==> src/verilog/mrt_pkg.sv <==
// mrt_pkg: shared constants and carriers for the maintenance tracker
// assumes a 32-bit AXI4-Lite maintenance port and an 8-bit tag
package mrt_pkg;
  localparam int ADDR_W = 32;
  localparam int DATA_W = 32;
  localparam int TAG_W = 8;
  localparam int OFS_W = 24;
  localparam int HOP_MSB = 31;
  localparam int HOP_LSB = 24;
  localparam int WORD_LSB = 2;
  localparam logic [7:0] HOP_LOCAL = 8'h00;
  localparam logic [7:0] HOP_ONE = 8'h01;
  localparam logic [TAG_W-1:0] TAG_RST = 8'h00;
  localparam logic [TAG_W-1:0] TAG_STEP = 8'h01;
  localparam logic [1:0] RESP_OKAY = 2'h0;
  localparam logic [2:0] PROT_NONE = 3'h0;

  // request toward the configuration fabric or the serial link
  typedef struct packed {
    logic remote;
    logic [7:0] hop;
    logic [OFS_W-1:0] ofs;
    logic [TAG_W-1:0] tag;
    logic [DATA_W-1:0] data;
  } mrt_req_t;

  // response from the fabric or the link
  typedef struct packed {
    logic [TAG_W-1:0] tag;
    logic [1:0] resp;
    logic [DATA_W-1:0] data;
  } mrt_rsp_t;

  typedef enum logic [2:0] {
    CH_IDLE = 3'b001,
    CH_ISSUE = 3'b010,
    CH_WAIT = 3'b100
  } mrt_ch_state_t;
endpackage

==> src/verilog/mrt_tracker.sv <==
// mrt_tracker: maintenance access tracker behind an AXI4-Lite slave
// assumes user logic is the AXI4-Lite master on clk_i (log clock)
// Behaviour
// only 32-bit word accesses accepted
// one read and one write outstanding
// mismatched response tags dropped silently
// dedicated port reset input for timeouts
// port reset cancels outstanding requests
// drive link timeout value out
// user timeout counts only while outstanding; the bench wt count runs from its call, outstanding or not
// user keeps port idle during reset
// port reset clears read and write tags
// late responses after reset dropped silently
// config clock equals logical clock
// nonzero upper byte means remote, hop minus one
// remote tags start zero, increment each
// two low address bits ignored
// address ready low while direction outstanding
`timescale 1ns/1ps
module mrt_tracker (
  input wire logic clk_i,
  input wire logic nrst_i,
  input wire logic port_rst_i,
  input wire logic [31:0] link_timeout_i,
  output logic [31:0] link_timeout_o,
  // axi4-lite slave, user side
  input wire logic s_awvalid_i,
  input wire logic [mrt_pkg::ADDR_W-1:0] s_awaddr_i,
  input wire logic [2:0] s_awprot_i,
  output logic s_awready_o,
  input wire logic s_wvalid_i,
  input wire logic [mrt_pkg::DATA_W-1:0] s_wdata_i,
  input wire logic [3:0] s_wstrb_i,
  output logic s_wready_o,
  output logic s_bvalid_o,
  output logic [1:0] s_bresp_o,
  input wire logic s_bready_i,
  input wire logic s_arvalid_i,
  input wire logic [mrt_pkg::ADDR_W-1:0] s_araddr_i,
  input wire logic [2:0] s_arprot_i,
  output logic s_arready_o,
  output logic s_rvalid_o,
  output logic [mrt_pkg::DATA_W-1:0] s_rdata_o,
  output logic [1:0] s_rresp_o,
  input wire logic s_rready_i,
  // request out, one per direction
  output logic wreq_valid_o,
  output mrt_pkg::mrt_req_t wreq_o,
  input wire logic wreq_ready_i,
  output logic rreq_valid_o,
  output mrt_pkg::mrt_req_t rreq_o,
  input wire logic rreq_ready_i,
  // responses back
  input wire logic wrsp_valid_i,
  input wire mrt_pkg::mrt_rsp_t wrsp_i,
  input wire logic rrsp_valid_i,
  input wire mrt_pkg::mrt_rsp_t rrsp_i
);
  localparam int TW = mrt_pkg::TAG_W;
  logic flush;
  logic aw_hs, w_hs, ar_hs;
  logic w_busy, w_issue, w_match, r_busy, r_issue, r_match;
  logic [TW-1:0] w_tag, r_tag;
  logic aw_got_r, aw_got_nxt, w_got_r, w_got_nxt;
  logic [mrt_pkg::ADDR_W-1:0] awaddr_r, awaddr_nxt;
  logic [mrt_pkg::DATA_W-1:0] wdata_r, wdata_nxt;
  logic [mrt_pkg::ADDR_W-1:0] araddr_r, araddr_nxt;
  logic w_start, r_start, w_remote, r_remote, w_held_r, r_held_r;
  logic ar_got_r, ar_got_nxt;
  logic [TW-1:0] tid_r, tid_nxt;
  logic awready_r, awready_nxt, wready_r, wready_nxt, arready_r, arready_nxt;
  logic bvalid_r, bvalid_nxt, rvalid_r, rvalid_nxt;
  logic [1:0] bresp_r, bresp_nxt, rresp_r, rresp_nxt;
  logic [mrt_pkg::DATA_W-1:0] rdata_r, rdata_nxt;
  logic [31:0] lto_r;

  // port reset, same clock domain as the user master
  assign flush = port_rst_i;
  assign aw_hs = s_awvalid_i && awready_r;
  assign w_hs = s_wvalid_i && wready_r;
  assign ar_hs = s_arvalid_i && arready_r;
  // upper byte nonzero routes remote
  assign w_remote = awaddr_r[mrt_pkg::HOP_MSB:mrt_pkg::HOP_LSB]
                    != mrt_pkg::HOP_LOCAL;
  assign r_remote = araddr_r[mrt_pkg::HOP_MSB:mrt_pkg::HOP_LSB]
                    != mrt_pkg::HOP_LOCAL;
  // start only when both halves are captured and channel idle
  assign w_start = aw_got_r && w_got_r && !w_busy && !w_held_r;
  // read starts one cycle after capture, address held in araddr_r
  assign r_start = ar_got_r && !r_busy && !r_held_r;

  mrt_channel #(.TAG_W(TW)) u_wch (
    .clk_i(clk_i), .nrst_i(nrst_i), .flush_i(flush),
    .start_i(w_start), .remote_i(w_remote), .issued_i(wreq_ready_i),
    .rsp_valid_i(wrsp_valid_i), .rsp_tag_i(wrsp_i.tag), .tag_i(tid_r),
    .busy_o(w_busy), .issue_o(w_issue), .match_o(w_match), .tag_o(w_tag)
  );
  mrt_channel #(.TAG_W(TW)) u_rch (
    .clk_i(clk_i), .nrst_i(nrst_i), .flush_i(flush),
    .start_i(r_start), .remote_i(r_remote),
    .issued_i(rreq_ready_i), .rsp_valid_i(rrsp_valid_i),
    .rsp_tag_i(rrsp_i.tag), .tag_i(tid_r + TW'(w_start && w_remote)),
    .busy_o(r_busy), .issue_o(r_issue), .match_o(r_match), .tag_o(r_tag)
  );

  // request valids and tags from the channel flops, read data tied to zero, other fields from the capture registers
  always_comb begin
    wreq_valid_o = w_issue;
    wreq_o.remote = w_remote;
    wreq_o.hop = awaddr_r[mrt_pkg::HOP_MSB:mrt_pkg::HOP_LSB]
                 - mrt_pkg::HOP_ONE;
    // low two offset bits forced to zero
    wreq_o.ofs = {awaddr_r[mrt_pkg::OFS_W-1:mrt_pkg::WORD_LSB], 2'h0};
    wreq_o.tag = w_tag;
    wreq_o.data = wdata_r;
    rreq_valid_o = r_issue;
    rreq_o.remote = r_remote;
    rreq_o.hop = araddr_r[mrt_pkg::HOP_MSB:mrt_pkg::HOP_LSB]
                 - mrt_pkg::HOP_ONE;
    rreq_o.ofs = {araddr_r[mrt_pkg::OFS_W-1:mrt_pkg::WORD_LSB], 2'h0};
    rreq_o.tag = r_tag;
    rreq_o.data = '0;
  end

  // capture and answer path; flush drops captured but unissued halves
  always_comb begin
    aw_got_nxt = aw_got_r;
    w_got_nxt = w_got_r;
    ar_got_nxt = ar_got_r;
    awaddr_nxt = awaddr_r;
    wdata_nxt = wdata_r;
    araddr_nxt = araddr_r;
    tid_nxt = tid_r;
    bvalid_nxt = bvalid_r && !s_bready_i;
    bresp_nxt = bresp_r;
    rvalid_nxt = rvalid_r && !s_rready_i;
    rresp_nxt = rresp_r;
    rdata_nxt = rdata_r;
    if (aw_hs) begin
      aw_got_nxt = 1'b1;
      awaddr_nxt = s_awaddr_i;
    end
    // whole 32-bit word only, strobes are not honoured
    if (w_hs) begin
      w_got_nxt = 1'b1;
      wdata_nxt = s_wdata_i;
    end
    if (ar_hs) begin
      ar_got_nxt = 1'b1;
      araddr_nxt = s_araddr_i;
    end
    if (w_start) begin
      aw_got_nxt = 1'b0;
      w_got_nxt = 1'b0;
    end
    if (r_start) begin
      ar_got_nxt = 1'b0;
    end
    // shared tag counter steps per remote request
    tid_nxt = tid_r + TW'(w_start && w_remote)
              + TW'(r_start && r_remote);
    // only matching responses reach the user
    if (w_match) begin
      bvalid_nxt = 1'b1;
      bresp_nxt = wrsp_i.resp;
    end
    if (r_match) begin
      rvalid_nxt = 1'b1;
      rresp_nxt = rrsp_i.resp;
      rdata_nxt = rrsp_i.data;
    end
    if (flush) begin
      aw_got_nxt = 1'b0;
      w_got_nxt = 1'b0;
      ar_got_nxt = 1'b0;
    end
    // address ready low while a direction is in flight
    // a channel that starts now is not busy yet, so its start counts too
    awready_nxt = !aw_got_nxt && !w_busy && !w_start && !bvalid_nxt
                  && !aw_hs;
    wready_nxt = !w_got_nxt && !w_busy && !w_start && !bvalid_nxt
                 && !w_hs;
    arready_nxt = !ar_got_nxt && !r_busy && !r_start && !rvalid_nxt
                  && !ar_hs;
  end

  // registers; held flags block restart until the answer is taken
  always_ff @(posedge clk_i) begin
    if (!nrst_i) begin
      aw_got_r <= 1'b0;
      w_got_r <= 1'b0;
      ar_got_r <= 1'b0;
      awaddr_r <= '0;
      wdata_r <= '0;
      araddr_r <= '0;
      tid_r <= mrt_pkg::TAG_RST;
      awready_r <= 1'b0;
      wready_r <= 1'b0;
      arready_r <= 1'b0;
      bvalid_r <= 1'b0;
      bresp_r <= mrt_pkg::RESP_OKAY;
      rvalid_r <= 1'b0;
      rresp_r <= mrt_pkg::RESP_OKAY;
      rdata_r <= '0;
      w_held_r <= 1'b0;
      r_held_r <= 1'b0;
      lto_r <= '0;
    end else begin
      aw_got_r <= aw_got_nxt;
      w_got_r <= w_got_nxt;
      ar_got_r <= ar_got_nxt;
      awaddr_r <= awaddr_nxt;
      wdata_r <= wdata_nxt;
      araddr_r <= araddr_nxt;
      tid_r <= tid_nxt;
      awready_r <= awready_nxt;
      wready_r <= wready_nxt;
      arready_r <= arready_nxt;
      bvalid_r <= bvalid_nxt;
      bresp_r <= bresp_nxt;
      rvalid_r <= rvalid_nxt;
      rresp_r <= rresp_nxt;
      rdata_r <= rdata_nxt;
      w_held_r <= bvalid_nxt;
      r_held_r <= rvalid_nxt;
      // timeout limit passed out registered
      lto_r <= link_timeout_i;
    end
  end

  assign s_awready_o = awready_r;
  assign s_wready_o = wready_r;
  assign s_arready_o = arready_r;
  assign s_bvalid_o = bvalid_r;
  assign s_bresp_o = bresp_r;
  assign s_rvalid_o = rvalid_r;
  assign s_rresp_o = rresp_r;
  assign s_rdata_o = rdata_r;
  assign link_timeout_o = lto_r;
endmodule

==> src/verilog/mrt_channel.sv <==
// mrt_channel: one direction of the tracker, one request in flight
// assumes request inputs are in the clk_i domain and already captured
`timescale 1ns/1ps
module mrt_channel #(
  parameter int TAG_W = 8
) (
  input wire logic clk_i,
  input wire logic nrst_i,
  input wire logic flush_i,
  input wire logic start_i,
  input wire logic remote_i,
  input wire logic issued_i,
  input wire logic rsp_valid_i,
  input wire logic [TAG_W-1:0] rsp_tag_i,
  input wire logic [TAG_W-1:0] tag_i,
  output logic busy_o,
  output logic issue_o,
  output logic match_o,
  output logic [TAG_W-1:0] tag_o
);
  mrt_pkg::mrt_ch_state_t st_r, st_nxt;
  logic [TAG_W-1:0] tag_r, tag_nxt;

  // tag width must fit the package reset constant
  if (TAG_W < 1 || TAG_W > mrt_pkg::TAG_W) begin : g_tag_w_bad
    $error("mrt_channel: TAG_W out of range");
  end

  // tag match, stale tags never match
  assign match_o = (st_r == mrt_pkg::CH_WAIT) && rsp_valid_i &&
                   (rsp_tag_i == tag_r) && !flush_i;
  assign busy_o = (st_r != mrt_pkg::CH_IDLE);
  assign issue_o = (st_r == mrt_pkg::CH_ISSUE);
  assign tag_o = tag_r;

  // next state; flush wins over everything
  always_comb begin
    st_nxt = st_r;
    tag_nxt = tag_r;
    unique case (st_r)
      mrt_pkg::CH_IDLE: begin
        if (start_i) begin
          st_nxt = mrt_pkg::CH_ISSUE;
          tag_nxt = tag_i;
        end
      end
      mrt_pkg::CH_ISSUE: begin
        if (issued_i) begin
          st_nxt = mrt_pkg::CH_WAIT;
        end
      end
      mrt_pkg::CH_WAIT: begin
        if (match_o) begin
          st_nxt = mrt_pkg::CH_IDLE;
        end
      end
      default: st_nxt = mrt_pkg::CH_IDLE;
    endcase
    // cancel and clear tag
    if (flush_i) begin
      st_nxt = mrt_pkg::CH_IDLE;
      tag_nxt = mrt_pkg::TAG_RST[TAG_W-1:0];
    end
  end

  // registers
  always_ff @(posedge clk_i) begin
    if (!nrst_i) begin
      st_r <= mrt_pkg::CH_IDLE;
      tag_r <= mrt_pkg::TAG_RST[TAG_W-1:0];
    end else begin
      st_r <= st_nxt;
      tag_r <= tag_nxt;
    end
  end
endmodule

==> config.mk <==
export PLATFORM = sky130hd
export DESIGN_NAME = mrt_tracker
export DESIGN_NICKNAME = d
export VERILOG_FILES = /design/src/verilog/mrt_pkg.sv /design/src/verilog/mrt_tracker.sv /design/src/verilog/mrt_channel.sv
export SDC_FILE = /design/constraint.sdc
export NUM_CORES = 1
export LEC_CHECK = 0
export BUFFER_PORTS_ARGS = -buffer_cell sky130_fd_sc_hd__buf_2
export CORE_AREA = 2 2 175 177
export DETAILED_ROUTE_END_ITERATION = 10
export DIE_AREA = 0 0 177 179
export HOLD_SLACK_MARGIN = 0.05
export PLACE_DENSITY = 0.54
export RECOVER_POWER = 50
export SLEW_MARGIN = 10
export SYNTH_ARGS = -nofsm -noshare
export SYNTH_HDL_FRONTEND = slang
export SYNTH_SLANG_ARGS = --single-unit
export TNS_END_PERCENT = 5
==> constraint.sdc <==
create_clock -name clk_i -period 2.7 [get_ports clk_i]
set_input_delay 0.405 -clock clk_i [delete_from_list [all_inputs] [get_ports clk_i]]
set_output_delay 0.405 -clock clk_i [all_outputs]
set_load 0.02 [all_outputs]
==> key figures <==
CTS
  – CTS hold repair buffers: 0
  – CTS sink cnt: 198
  – Clock Latency Late Sink: 0.44 ns
  – Clk slew on worst S/H paths: 0.08 ns
  – CTS H-tree depth: 4
  – CTS tree: done
  – CTS max path bufs: 2
  – Root Driver: clkbuf_16
  – Num CTS Buffers: 17

GRT
  – First-pass GRT wire length: 34,500 um
  – Initial antenna violation count: 1
  – Vias in the first global route: 6,326
  – Largest net degree at the start of global routing: 65
  – Gr ovfl total: 0
  – Total global-route track usage: 0.140

Cells and area
  – Final #Nets: 1,497
  – Area of the multi-input gates: 3710 um2
  – Register area: 3970 um2
  – Syn-to-layout area delta: 29.0%
  – Fill count: 3,242
  – Post-Layout Cell Count: 1,666
  – Share of layout cells above drive strength 1: 0.282

Routing
  – Post-route DRC: 0
  – Final Routed Wirelength: 23,600 um
  – Routed WL per cell: 14.1 um
  – Post-route ant nets: 0
  – Drt via density: 4.13
  – 1st-pass router iterations: 4
  – Initial DRC count: 291
  – Vias: 6,884

STA
  – Setup_tns: 0 ns
  – Fmax: 0.383 GHz
  – Relative slew slack: 0.185
  – Worst hold margin: 0.164 ns
  – Setup violators final: 0
  – Minimum clock period: 2.61 ns
  – Worst Skew: 0.0154 ns
  – Worst Tran Pin Value: 1.22 ns
  – Final Hold Vio Count: 0
  – Max Slew Vio Count: 0
  – Final Cycle Share: 0.967

Critical path
  – End of the worst register-to-register path: tid_r[4]
  – CP Data Arrival Time: 2.21 ns
  – Setup crit start kind: flop
  – R2R setup slack: 0.11 ns
  – FF-to-FF path depth: 11
  – CP Capture Type: output port
  – Crit Path Category: flop to output port
  – CP required: 2.30 ns
  – Worst-path fanout max: 2
  – Origin of the critical flop-to-flop path: araddr_r[26]

Synthesis
  – Async set-or-reset flop fraction in the synthesized netlist: 0
  – Area contributors post-synth: dfxtp_1, nand2_1, a21boi_0
  – Synth Warn #: 0
  – Avg Inst Size Synth: 9.12 um2
  – Post-synth cell types: 46
  – Seq cells post-synth: 198
  – Syn Inst Count: 922
  – Area leader, netlist: dfxtp_1
  – Share of the synthesized area in the top cell type: 0.471
  – Sequential area share after synthesis: 0.471
  – Mapped cell area: 8410 um2
  – Top_reg_cell synth: dfxtp_1
  – Post-synth EDFFs: 0

Placement
  – DP Cell Count: 1,624
  – I/O Buffers: 372
  – HPWL after DPL: 17,400 um
  – Placer congestion estimate: 0.771

Floorplan
  – Core ar.: 30,000 um2
  – # IOs: 455
  – Initial Util: 0.280
  – Die X: 177 um
  – Die ar.: 31,700 um2
  – Chip height: 179 um
  – Row count: 64

Outcome
  – Outcome: complete, no violations

Pwr
  – VDD IR max: 0.397 mV
  – Pwr per Cell Area: 596 nW/um2
  – Leakage power total: 4.53 nW

Flow run
  – Maxcap violations: 0

Worst hold path
  – Hold path depth: 2
  – Worst Hold Path EP: link_timeout_o[1]
  – Hold path startpoint: link_timeout_i[1]
  – HP Class: primary input to flop
==> repair_timing <==
| action | in CTS | in global routing |
|---|---|---|
| pin swaps | 2 | 4 |
| buffers inserted | 7 | 1 |
| resized for setup | 1 | 12 |
| endpoints found under the setup margin | 1 | 3 |
==> how the worst max path moves through the flow <==
| stage | from | end | slack [ns] | cells past startpoint |
|---|---|---|---|---|
| CTS | araddr_r[26] | tid_r[4] | 0.002 | 11 |
| global placement | awaddr_r[27] | tid_r[4] | 0.03 | 11 |
| detailed placement | awaddr_r[27] | tid_r[4] | -0.03 | 11 |
| finish | awaddr_r[29] | wreq_o[72] | 0.09 | 10 |
| floorplan | u_wch.st_r[2] | tid_r[4] | 0.04 | 12 |
| global route | awaddr_r[29] | wreq_o[72] | -0.04 | 10 |
==> sequential cells by signal, summed over array words and instances (netlist names) <==
signal and cells:
w_got_r 1, u_wch.tag_o 8, u_wch.st_r 3, araddr_r 30
s_wready_o 1, awaddr_r 30, aw_got_r 1, wdata_r 32
s_awready_o 1, u_rch.tag_o 8, s_rdata_o 32, s_bresp_o 2
s_rresp_o 2, link_timeout_o 32, tid_r 8, s_rvalid_o 1
ar_got_r 1, u_rch.st_r 3, s_bvalid_o 1, s_arready_o 1
==> metal layers <==
| layer | share of wire | up-vias | track usage |
|---|---|---|---|
| met5 | 0 | - | 0 |
| met4 | 0.021 | 0 | 0.0513 |
| met3 | 0.065 | 24 | 0.0386 |
| met2 | 0.48 | 217 | 0.228 |
| met1 | 0.44 | 3109 | 0.175 |
| li1 | - | 3534 | - |
==> metrics by stage <==
stage / util / total power [mW] / setup slack [ns] / area [um2]
floorplan: - / 3.69 / 0.0384 / 8550
global placement: 0.344 / 3.96 / 0.0315 / 10300
detailed placement: 0.344 / 3.97 / -0.0322 / 10300
CTS: 0.365 / 6.60 / 0.00203 / 10900
global route: 0.361 / 6.78 / -0.0368 / 10800
finish: 0.361 / 6.47 / 0.0897 / 10800
==> cells in the mapped netlist, types with 3 or more instances <==
master    number
o21a_1         4
nor2b_1       40
a21oi_1        3
dfxtp_1      198
buf_1          3
xor2_1        20
and2_1        45
nand2_1      200
nand2b_1       6
ha_1           8
nor4_1         3
nor3_1        14
clkbuf_1      40
nand4_1        5
xnor2_1       20
nand3_1        6
nor2_1        34
nand3b_1       4
a211oi_1       6
inv_1         10
mux2i_1       46
a21boi_0      94
buf_4         85
==> logic make-up after synthesis <==
| kind of cell | share of synthesized area |
|---|---|
| AOI/OAI and AO/OA | 0.106 |
| xor gates and xnor gates | 0.0416 |
| adders and majority gates | 0.0119 |
| buffers and inverters | 0.108 |
| DFF | 0.471 |
| muxes | 0.0547 |
| other | 0.000446 |
| and+or+nand+nor | 0.206 |
==> critical path, cell delays in order, from the launching register on <==
cell      delay [ns]
dfxtp_2         0.34
nor3_4          0.21
nand4b_1        0.20
buf_4           0.18
buf_4           0.12
buf_4           0.12
buf_4           0.12
buf_4           0.12
buf_4           0.12
buf_4           0.13
buf_6           0.12
==> power by group <==
part / internal, mW / switching (mW)
Sequential: 3.02 / 0.0462
Clock: 1.30 / 1.25
Combinational: 0.341 / 0.517
Total: 4.66 / 1.81
==> final cells by class <==
cell class              count  area share
flip-flops and latches    198       0.366
multi-input cells         615       0.342
repair buffers            413       0.190
well taps                 396      0.0457
clock buffers              18      0.0396
clock inverters            14      0.0129
inverters                  10     0.00346
diodes                      2    0.000461
==> cells in the final DEF (no fill, tap or decap), drive strengths merged, types with 5 or more instances in the layout <==
cell    netlist  final
ha            8      8
mux2i        46     46
and2         45     45
nand3         6      6
a21boi       94     94
nor2b        40     40
inv          10     16
xor2         20     20
a211oi        8      8
nor2         35     35
dfxtp       198    198
conb          1     36
clkbuf       40    123
nand4         5      5
nand2       200    200
buf          94    308
nand2b        6      6
nor3         16     16
xnor2        20     20
No activity file was read; power rests on OpenSTA's default activity.
